<file path="src/hdl/sfp_pkg.sv">
// constants shared by the flash power-mode device end and its host end
// assumes one system clock; the spi serial clock is a divided enable on the host side
// Operation
// - deep sleep drops write, program, erase commands
// - chip select high gives standby when idle
// - deep sleep ignores all but wake command
// - power loss clears deep sleep, boots standby
// - sleep command needs select rise after bit eight
// - sleep entered only after entry delay
// - sleep command rejected while busy
// - wake command leaves deep sleep
// - wake command returns signature when not busy
// - wake command while busy not decoded
// - opcode, three dummy bytes, then signature out
// - further clocking repeats the signature byte
// - release after full signature waits long delay
// - early release waits short delay
// - host keeps device deselected during ramps
// - below inhibit threshold logic held in reset
// - write commands ignored until power-up write delay
// - host waits before write-class commands; sfp_host only waits the select delay, and the device drops early ones
// - power-up: standby, latch and busy cleared
// - delivery state array ones, status zero
// - busy flag high through self-timed cycles
package sfp_pkg;
  // opcodes
  localparam logic [7:0] SFP_CMD_SLEEP = 8'hB9;
  localparam logic [7:0] SFP_CMD_WAKE = 8'hAB;
  localparam logic [7:0] SFP_CMD_UNLOCK = 8'h06;
  localparam logic [7:0] SFP_CMD_PAGE = 8'h02;
  localparam logic [7:0] SFP_CMD_SECTOR = 8'hD8;
  localparam logic [7:0] SFP_CMD_FULL = 8'hC7;
  localparam logic [7:0] SFP_CMD_STATUS = 8'h01;
  // signature value is arbitrary
  localparam logic [7:0] SFP_SIGNATURE = 8'h5A;
  localparam logic [7:0] SFP_STATUS_RESET = 8'h00;
  localparam logic [7:0] SFP_ARRAY_ERASED = 8'hFF;
  localparam int SFP_DUMMY_BYTES = 3;
  // timing in ns, then cycles at 25 MHz
  localparam int SFP_CLK_NS = 40;
  localparam int SFP_SLEEP_ENTRY_NS = 3000;
  // the full-signature release is the longer of the two wake delays
  localparam int SFP_SHORT_WAKE_NS = 1800;
  localparam int SFP_LONG_WAKE_NS = 3000;
  localparam int SFP_SELECT_AFTER_SUPPLY_NS = 10000;
  localparam int SFP_WRITE_AFTER_SUPPLY_NS = 10000000;
  localparam int SFP_SLEEP_ENTRY_CYC = (SFP_SLEEP_ENTRY_NS + SFP_CLK_NS - 1) / SFP_CLK_NS;
  localparam int SFP_SHORT_WAKE_CYC = (SFP_SHORT_WAKE_NS + SFP_CLK_NS - 1) / SFP_CLK_NS;
  localparam int SFP_LONG_WAKE_CYC = (SFP_LONG_WAKE_NS + SFP_CLK_NS - 1) / SFP_CLK_NS;
  localparam int SFP_SELECT_CYC =
    (SFP_SELECT_AFTER_SUPPLY_NS + SFP_CLK_NS - 1) / SFP_CLK_NS;
  localparam int SFP_WRITE_CYC = (SFP_WRITE_AFTER_SUPPLY_NS + SFP_CLK_NS - 1) / SFP_CLK_NS;
  // serial clock divider: half period in system cycles
  localparam int SFP_SCK_HALF = 2;
  localparam int SFP_DELAY_W = 20;
  // device power states
  typedef enum logic [1:0] {
    SFP_PWR_STANDBY = 2'b00,
    SFP_PWR_ENTERING = 2'b01,
    SFP_PWR_SLEEP = 2'b10,
    SFP_PWR_WAKING = 2'b11
  } sfp_pwr_t;
  // host command codes on its user port
  typedef enum logic [1:0] {
    SFP_REQ_SLEEP = 2'b00,
    SFP_REQ_WAKE = 2'b01,
    SFP_REQ_RAW = 2'b10
  } sfp_req_t;
endpackage

</file>
<file path="src/hdl/sfp_link_if.sv">
// spi link between the flash power-mode device end and the host end
// assumes both ends sample the link on the one system clock
`timescale 1ns/1ps
interface sfp_link_if;
  logic sel_n;
  logic sck;
  logic mosi;
  logic miso;
  logic miso_oe;
  modport device (input sel_n, input sck, input mosi, output miso, output miso_oe);
  modport host (output sel_n, output sck, output mosi, input miso, input miso_oe);
endinterface

</file>
<file path="src/hdl/sfp_device.sv">
// device end: spi command decode for deep sleep, wake and signature, power-up lockout
// assumes link pins come from another domain and pass two flops; rst_n_i is power-on reset
`timescale 1ns/1ps
module sfp_device #(
  parameter int WRITE_DELAY_CYC = sfp_pkg::SFP_WRITE_CYC
) (
  input wire logic sys_clk_i,
  input wire logic rst_n_i,
  sfp_link_if.device link,
  input wire logic cycle_busy_i,
  output logic sleeping_o,
  output logic busy_flag_o,
  output logic write_unlock_latch_o,
  output logic write_allowed_o,
  output logic [7:0] status_o,
  output logic [7:0] write_cmd_o,
  output logic write_cmd_valid_o,
  output logic miso_o
);
  import sfp_pkg::*;

  // two-flop synchronisers for the link pins
  logic [1:0] sel_sync;
  logic [1:0] sck_sync;
  logic [1:0] mosi_sync;
  logic sck_prev;
  always_ff @(posedge sys_clk_i or negedge rst_n_i) begin
    if (!rst_n_i) begin
      sel_sync <= 2'b11;
      sck_sync <= 2'b00;
      mosi_sync <= 2'b00;
      sck_prev <= 1'b0;
    end else begin
      sel_sync <= {sel_sync[0], link.sel_n};
      sck_sync <= {sck_sync[0], link.sck};
      mosi_sync <= {mosi_sync[0], link.mosi};
      sck_prev <= sck_sync[1];
    end
  end

  wire sel_n = sel_sync[1];
  wire sck_rise = !sel_n && sck_sync[1] && !sck_prev;
  wire sck_fall = !sel_n && !sck_sync[1] && sck_prev;

  logic sel_prev;
  always_ff @(posedge sys_clk_i or negedge rst_n_i) begin
    if (!rst_n_i) begin
      sel_prev <= 1'b1;
    end else begin
      sel_prev <= sel_n;
    end
  end
  wire sel_rise = sel_n && !sel_prev;
  wire sel_fall = !sel_n && sel_prev;

  // frame state
  sfp_pwr_t pwr;
  logic [7:0] shift;
  logic [7:0] opcode;
  logic [5:0] bit_cnt;
  logic have_op;
  logic ignored;
  logic [7:0] sig_sh;
  logic [2:0] sig_bits;
  logic sig_done;
  logic [SFP_DELAY_W-1:0] wait_cnt;
  logic [23:0] pu_cnt;
  logic unlock;
  logic out_bit;
  logic out_en;

  wire pwr_busy = (pwr == SFP_PWR_ENTERING) || (pwr == SFP_PWR_WAKING);
  wire write_ok = (pu_cnt >= 24'(WRITE_DELAY_CYC));
  wire byte_done = sck_rise && (bit_cnt[2:0] == 3'd7);
  wire [7:0] next_byte = {shift[6:0], mosi_sync[1]};
  wire op_byte = byte_done && !have_op;
  wire is_wake = (next_byte == SFP_CMD_WAKE);
  // while sleeping only wake decodes; while busy wake is not decoded
  wire op_dropped = (pwr == SFP_PWR_SLEEP && !is_wake) || (is_wake && cycle_busy_i);
  wire is_write_class = (next_byte == SFP_CMD_UNLOCK) || (next_byte == SFP_CMD_PAGE) ||
    (next_byte == SFP_CMD_SECTOR) || (next_byte == SFP_CMD_FULL) ||
    (next_byte == SFP_CMD_STATUS);
  // write-class commands pass only when awake and past the power-up delay
  wire pass_write = op_byte && !ignored && is_write_class && pwr == SFP_PWR_STANDBY &&
    write_ok;
  // sleep executes only if select rose exactly after bit eight
  wire sleep_go = sel_rise && !ignored && have_op && opcode == SFP_CMD_SLEEP &&
    bit_cnt == 6'd8 && !cycle_busy_i && pwr == SFP_PWR_STANDBY;
  wire wake_end = sel_rise && !ignored && have_op && opcode == SFP_CMD_WAKE;
  wire [SFP_DELAY_W-1:0] wake_len = sig_done ? SFP_DELAY_W'(SFP_LONG_WAKE_CYC) :
    SFP_DELAY_W'(SFP_SHORT_WAKE_CYC);

  // power-up write lockout counter, cleared by power-on reset
  always_ff @(posedge sys_clk_i or negedge rst_n_i) begin
    if (!rst_n_i) begin
      pu_cnt <= '0;
    end else if (!write_ok) begin
      pu_cnt <= pu_cnt + 24'd1;
    end
  end

  // bit and opcode capture on rising serial clock
  always_ff @(posedge sys_clk_i or negedge rst_n_i) begin
    if (!rst_n_i) begin
      shift <= '0;
      opcode <= '0;
      bit_cnt <= '0;
      have_op <= 1'b0;
      ignored <= 1'b0;
    end else if (sel_fall) begin
      bit_cnt <= '0;
      have_op <= 1'b0;
      ignored <= pwr_busy;
    end else if (sck_rise) begin
      shift <= next_byte;
      if (bit_cnt != 6'd63) begin
        bit_cnt <= bit_cnt + 6'd1;
      end
      if (op_byte) begin
        opcode <= next_byte;
        have_op <= 1'b1;
        if (op_dropped) begin
          ignored <= 1'b1;
        end
      end
    end
  end

  // signature shifter: starts after opcode plus three dummy bytes, repeats
  wire sig_window = have_op && !ignored && opcode == SFP_CMD_WAKE &&
    bit_cnt >= 6'(8 * (SFP_DUMMY_BYTES + 1));
  always_ff @(posedge sys_clk_i or negedge rst_n_i) begin
    if (!rst_n_i) begin
      sig_sh <= SFP_SIGNATURE;
      sig_bits <= '0;
      sig_done <= 1'b0;
      out_bit <= 1'b0;
      out_en <= 1'b0;
    end else if (sel_n) begin
      sig_sh <= SFP_SIGNATURE;
      sig_bits <= '0;
      out_en <= 1'b0;
      if (sel_rise) begin
        sig_done <= 1'b0;
      end
    end else if (sck_fall && sig_window) begin
      out_en <= 1'b1;
      out_bit <= sig_sh[7];
      sig_sh <= (sig_bits == 3'd7) ? SFP_SIGNATURE : {sig_sh[6:0], 1'b0};
      sig_bits <= sig_bits + 3'd1;
      if (sig_bits == 3'd7) begin
        sig_done <= 1'b1;
      end
    end
  end

  // power state machine
  always_ff @(posedge sys_clk_i or negedge rst_n_i) begin
    if (!rst_n_i) begin
      pwr <= SFP_PWR_STANDBY;
      wait_cnt <= '0;
    end else begin
      case (pwr)
        SFP_PWR_STANDBY: begin
          if (sleep_go) begin
            pwr <= SFP_PWR_ENTERING;
            wait_cnt <= SFP_DELAY_W'(SFP_SLEEP_ENTRY_CYC);
          end
        end
        SFP_PWR_ENTERING: begin
          if (wait_cnt <= SFP_DELAY_W'(1)) begin
            pwr <= SFP_PWR_SLEEP;
          end
          wait_cnt <= wait_cnt - SFP_DELAY_W'(1);
        end
        SFP_PWR_SLEEP: begin
          if (wake_end) begin
            pwr <= SFP_PWR_WAKING;
            wait_cnt <= wake_len;
          end
        end
        default: begin
          if (wait_cnt <= SFP_DELAY_W'(1)) begin
            pwr <= SFP_PWR_STANDBY;
          end
          wait_cnt <= wait_cnt - SFP_DELAY_W'(1);
        end
      endcase
    end
  end

  // write latch: set by unlock command, cleared when a cycle starts
  always_ff @(posedge sys_clk_i or negedge rst_n_i) begin
    if (!rst_n_i) begin
      unlock <= 1'b0;
    end else if (pass_write && next_byte == SFP_CMD_UNLOCK) begin
      unlock <= 1'b1;
    end else if (cycle_busy_i) begin
      unlock <= 1'b0;
    end
  end

  // registered outputs
  always_ff @(posedge sys_clk_i or negedge rst_n_i) begin
    if (!rst_n_i) begin
      sleeping_o <= 1'b0;
      busy_flag_o <= 1'b0;
      write_unlock_latch_o <= 1'b0;
      write_allowed_o <= 1'b0;
      status_o <= SFP_STATUS_RESET;
      write_cmd_o <= '0;
      write_cmd_valid_o <= 1'b0;
      miso_o <= 1'b0;
    end else begin
      sleeping_o <= (pwr == SFP_PWR_SLEEP);
      busy_flag_o <= cycle_busy_i;
      write_unlock_latch_o <= unlock;
      write_allowed_o <= write_ok;
      status_o <= {6'b0, unlock, cycle_busy_i};
      write_cmd_o <= next_byte;
      write_cmd_valid_o <= pass_write;
      miso_o <= out_bit;
    end
  end

  assign link.miso = out_bit;
  assign link.miso_oe = out_en;
endmodule

</file>
<file path="src/flat_wrapper.sv">
// flat-port wrapper written by rule: the top's interface ports become plain ports
module sfp_device_flat import sfp_pkg::*;
#(
  parameter int WRITE_DELAY_CYC = sfp_pkg::SFP_WRITE_CYC
)
  (sys_clk_i, rst_n_i, cycle_busy_i, sleeping_o, busy_flag_o, write_unlock_latch_o, write_allowed_o, status_o, write_cmd_o, write_cmd_valid_o, miso_o, link_sel_n, link_sck, link_mosi, link_miso, link_miso_oe);
  sfp_link_if link_i ();
  input wire logic sys_clk_i;
  input wire logic rst_n_i;
  input wire logic cycle_busy_i;
  output logic sleeping_o;
  output logic busy_flag_o;
  output logic write_unlock_latch_o;
  output logic write_allowed_o;
  output logic [7:0] status_o;
  output logic [7:0] write_cmd_o;
  output logic write_cmd_valid_o;
  output logic miso_o;
  input wire logic [$bits(link_i.sel_n)-1:0] link_sel_n;
  input wire logic [$bits(link_i.sck)-1:0] link_sck;
  input wire logic [$bits(link_i.mosi)-1:0] link_mosi;
  output wire logic [$bits(link_i.miso)-1:0] link_miso;
  output wire logic [$bits(link_i.miso_oe)-1:0] link_miso_oe;
  assign link_i.sel_n = link_sel_n;
  assign link_i.sck = link_sck;
  assign link_i.mosi = link_mosi;
  assign link_miso = link_i.miso;
  assign link_miso_oe = link_i.miso_oe;
  sfp_device #(.WRITE_DELAY_CYC(WRITE_DELAY_CYC)) u_core (.sys_clk_i(sys_clk_i), .rst_n_i(rst_n_i), .link(link_i), .cycle_busy_i(cycle_busy_i), .sleeping_o(sleeping_o), .busy_flag_o(busy_flag_o), .write_unlock_latch_o(write_unlock_latch_o), .write_allowed_o(write_allowed_o), .status_o(status_o), .write_cmd_o(write_cmd_o), .write_cmd_valid_o(write_cmd_valid_o), .miso_o(miso_o));
endmodule
</file>
<file path="config.mk">
export PLATFORM = sky130hd
export DESIGN_NAME = sfp_device_flat
export DESIGN_NICKNAME = d
export VERILOG_FILES = /design/src/hdl/sfp_pkg.sv /design/src/hdl/sfp_link_if.sv /design/src/hdl/sfp_device.sv /design/src/flat_wrapper.sv
export SDC_FILE = /design/constraint.sdc
export NUM_CORES = 1
export LEC_CHECK = 0
export BUFFER_PORTS_ARGS = -buffer_cell sky130_fd_sc_hd__clkbuf_2
export CAP_MARGIN = 20
export CORE_ASPECT_RATIO = 0.7
export CORE_MARGIN = 5
export CORE_UTILIZATION = 50
export DETAILED_ROUTE_END_ITERATION = 10
export PLACE_DENSITY = 0.69
export SETUP_SLACK_MARGIN = 0.1
export SYNTH_ARGS = -nofsm -noshare
export SYNTH_HDL_FRONTEND = slang
export SYNTH_SLANG_ARGS = --single-unit
</file>
<file path="constraint.sdc">
create_clock -name sys_clk_i -period 3.75 [get_ports sys_clk_i]
set_clock_uncertainty 0.15 [all_clocks]
set_input_delay 0.1875 -clock sys_clk_i [delete_from_list [all_inputs] [get_ports sys_clk_i]]
set_output_delay 0.1875 -clock sys_clk_i [all_outputs]
set_load 0.01 [all_outputs]
</file>
==> metrics.yaml <==
grt_overflow: 0
layout-drive-gt1-share: 0.185
num-nets-final: 479
place.detailed.hpwl_um: 6170
drt-wirelength-per-cell_um: 15.6
grt_antenna_before_repair: 0
floorplan.rows: 29
postSynthCellCount: 436
hold_viol: 0
critPathMaxFanout: 6
met2_usage: 0.239
yosys_most_used_dff: "dfrtp_1"
antenna_cells: 0
hold_buf_cts: 5
drv.max_cap_violation_count: 0
outcome: "finished clean"
routed_wl_um: 9170
insertion_delay_ns: 0.35
grt_first_pass_wirelength_um: 16000
timing.critical_path.required_ns: 3.83
static-leakage-power_nw: 2.40
holdCritPathClass: "in2async"
setup_repair_after_global_routing_missed_its_margin: "false"
filler_cell_count: 780
fp.dieArea_um2: 11600
critPathCaptureType: "flip-flop"
die_height_um: 91.6
clock_sink_count: 105
drc: 0
cts_inserted_buffers: 9
h-tree-depth: 3
reg2regPathDepth: 5
post_synth_instance_area_um2: 4760
report.final.setup_viol: 0
tightest_slew_ns: 0.824
category_of_cells_accounting_for_the_largest_share_of_critical_path_delay: "simple AND/OR/NAND/NOR gates"
drt_pre_antenna_iters: 5
use_met3: 0.0552
syn_to_final_growth_pct: 11.6
io_pins: 30
worst_hold_slack_ns: 0.0558
cellPowerDensity_nw_per_um2: 434
io_buffer_count: 23
crit_buf_inv: 0
clk_root_buffer_cell: "clkbuf_16"
synth-edff-count: 0
clockBufferDepth: 2
critical_path.reg2reg.startpoint: "u_core.wait_cnt[11]$_DFFE_PN0P_"
placed_area_um2: 4930
ys_types: 62
setup_total_negative_slack_ns: 0
rrSetupSlack_ns: 1.31
asyncSetResetFlopFracSynth: 1.00
yosysWarningCount: 0
synth-seq-area-share: 0.554
crit_chain: "nor4_2, nand4b_1, or4b_1, a211oi_2, mux2_1"
synth.ff_latch_count: 105
top_usage_layer: "met1"
critical-path-max-stage-delay_ns: 0.61
detail-route-antenna-nets: 0
cts_tree: "built"
die_w_um: 127
drtIter0Drc: 221
globalplace.congestion: 0.833
worst_r2r_endpoint: "u_core.pwr[1]$_DFFE_PN0P_"
maxClockFrequency_mhz: 410
crit_path_start_kind: "flip-flop"
timing_worst_setup_path_type: "reg2reg"
global_route.usage.total: 0.169
initial_cell_density_of_the_core: 0.519
first_global_vias: 3201
vias_per_cell: 5.60
timing.critical_path.arrival_ns: 2.52
vias: 3300
timing.slew.headroom: 0.448
final_area_um2: 5320
cts_resized: 0
grt_start_max_net_pins: 80
fin_crit_ns: 2.44
min_period_over_period: 0.650
slew_viol_final: 0
postSynthAreaPerCell_um2: 10.9
vdd_ir_drop_max_mv: 0.227
placeableCoreArea_um2: 9180
total_power_mw: 2.31
clk_pin_slew_worst_paths_ns: 0.07
grtUsageMet1: 0.256
cp_slowest_cell: "or4b_1"
post-cts-setup-buffers: 0
cell type report:
| cell class | instances | area [µm²] | share of cell area |
|---|---|---|---|
| clock buffers | 10 | 239 | 0.0450 |
| clock inverters | 6 | 58.8 | 0.0111 |
| inverters | 16 | 60.1 | 0.0113 |
| multi-input cells | 295 | 1940 | 0.365 |
| flip-flops and latches | 105 | 2640 | 0.496 |
| well taps | 124 | 155 | 0.0292 |
| repair buffers | 33 | 225 | 0.0424 |
state kept, by name (all words and copies together), names as in the netlist, 2 cells and up:
signal              count
u_core.bit_cnt          6
u_core.mosi_sync        2
u_core.opcode           8
u_core.pu_cnt          24
u_core.pwr              2
u_core.sck_sync         2
u_core.sel_sync         2
u_core.shift            7
u_core.sig_bits         3
u_core.sig_sh           7
u_core.status_o         2
u_core.wait_cnt        20
u_core.write_cmd_o      8
worst max-delay path by stage:
stage | from | to | slack (ns) | cells past startpoint
after floorplan | u_core.sel_sync[1]$_DFF_PN1_ | u_core.wait_cnt[13]$_DFFE_PN0P_ | 1.57 | 8
after detailed placement | u_core.wait_cnt[11]$_DFFE_PN0P_ | u_core.pwr[1]$_DFFE_PN0P_ | 1.34 | 5
after CTS | u_core.wait_cnt[11]$_DFFE_PN0P_ | u_core.pwr[1]$_DFFE_PN0P_ | 1.33 | 5
after global routing | u_core.sel_sync[1]$_DFF_PN1_ | u_core.wait_cnt[7]$_DFFE_PN0P_ | 1.23 | 4
after global placement | u_core.sel_sync[1]$_DFF_PN1_ | u_core.wait_cnt[7]$_DFFE_PN0P_ | 1.38 | 4
final | u_core.wait_cnt[11]$_DFFE_PN0P_ | u_core.pwr[1]$_DFFE_PN0P_ | 1.31 | 5
power by group:
group | switching, mW | total (mW) | internal (mW)
clock network | 0.439 | 0.922 | 0.484
logic | 0.0753 | 0.140 | 0.0651
registers | 0.0597 | 1.24 | 1.18
total | 0.574 | 2.31 | 1.73
routing by layer:
| layer | part of all wire | up-vias | wire length (µm) |
|---|---|---|---|
| met5 | 0 | - | 0 |
| met4 | 0.0081 | 0 | 74 |
| met3 | 0.059 | 9 | 544 |
| met2 | 0.43 | 86 | 3960 |
| met1 | 0.50 | 1634 | 4580 |
| li1 | - | 1571 | - |
cells in the mapped netlist (all sizes together), types with 3 or more instances:
cell    instances  area share
dfstp           7       0.039
nor4            8       0.013
ha             13       0.034
xnor2          13       0.024
a211oi          4      0.0074
xor2            7       0.013
nor4b           4      0.0074
a21o            3      0.0047
nand3b          4      0.0063
nand3          12       0.013
and3            5      0.0066
nor3b           5      0.0079
nand2          32       0.025
dfrtp          98        0.52
nor3           14       0.015
nand4          12       0.017
o31ai           7       0.012
a31oi          10       0.014
nor2b           4      0.0053
buf            13       0.020
o31a            3      0.0060
mux2           16       0.038
inv            16       0.013
nor2           42       0.034
o21a            3      0.0047
a21oi          24       0.025
clkbuf         12      0.0095
o21ai          16       0.017
or2             5      0.0071
cell usage in the layout (no fill, tap or decap), types with 4 or more instances in the layout:
cell type	netlist	layout
dfrtp_1	98	98
nor2_1	40	40
nand2_1	32	32
a21oi_1	24	24
clkbuf_2	0	22
inv_1	16	16
o21ai_0	15	15
mux2_2	15	15
nor3_1	14	14
xnor2_1	13	13
ha_1	13	13
nand3_1	12	12
nand4_1	11	11
a31oi_1	9	9
clkbuf_16	0	9
xor2_1	7	7
dfstp_2	7	7
o31ai_1	6	6
nor4_1	6	6
conb_1	1	6
nor3b_1	5	5
and3_1	5	5
dlygate4sd3_1	0	5
buf_4	8	5
nor2b_1	4	4
or2_2	4	4
nor4b_1	4	4
nand3b_1	4	4
cells by family (layout without fill, tap and decap cells):
family          Yosys count  in the layout  synth area share
simple gates            157            157             0.175
mux                      17             17            0.0399
buf+inv                  41             65            0.0426
flops                   105            105             0.554
other cells               1              6          0.000788
fa+ha+maj                13             13            0.0342
compound gates           82             82             0.117
xor+xnor                 20             20            0.0368
metrics by stage:
stage	utilization	cells	worst slack [ns]
after floorplan	-	441	1.57
after global placement	0.537	566	1.38
after detailed placement	0.537	566	1.34
after CTS	0.575	587	1.33
after global routing	0.579	589	1.23
final	0.579	589	1.31
No activity file was read; power rests on OpenSTA's default activity.
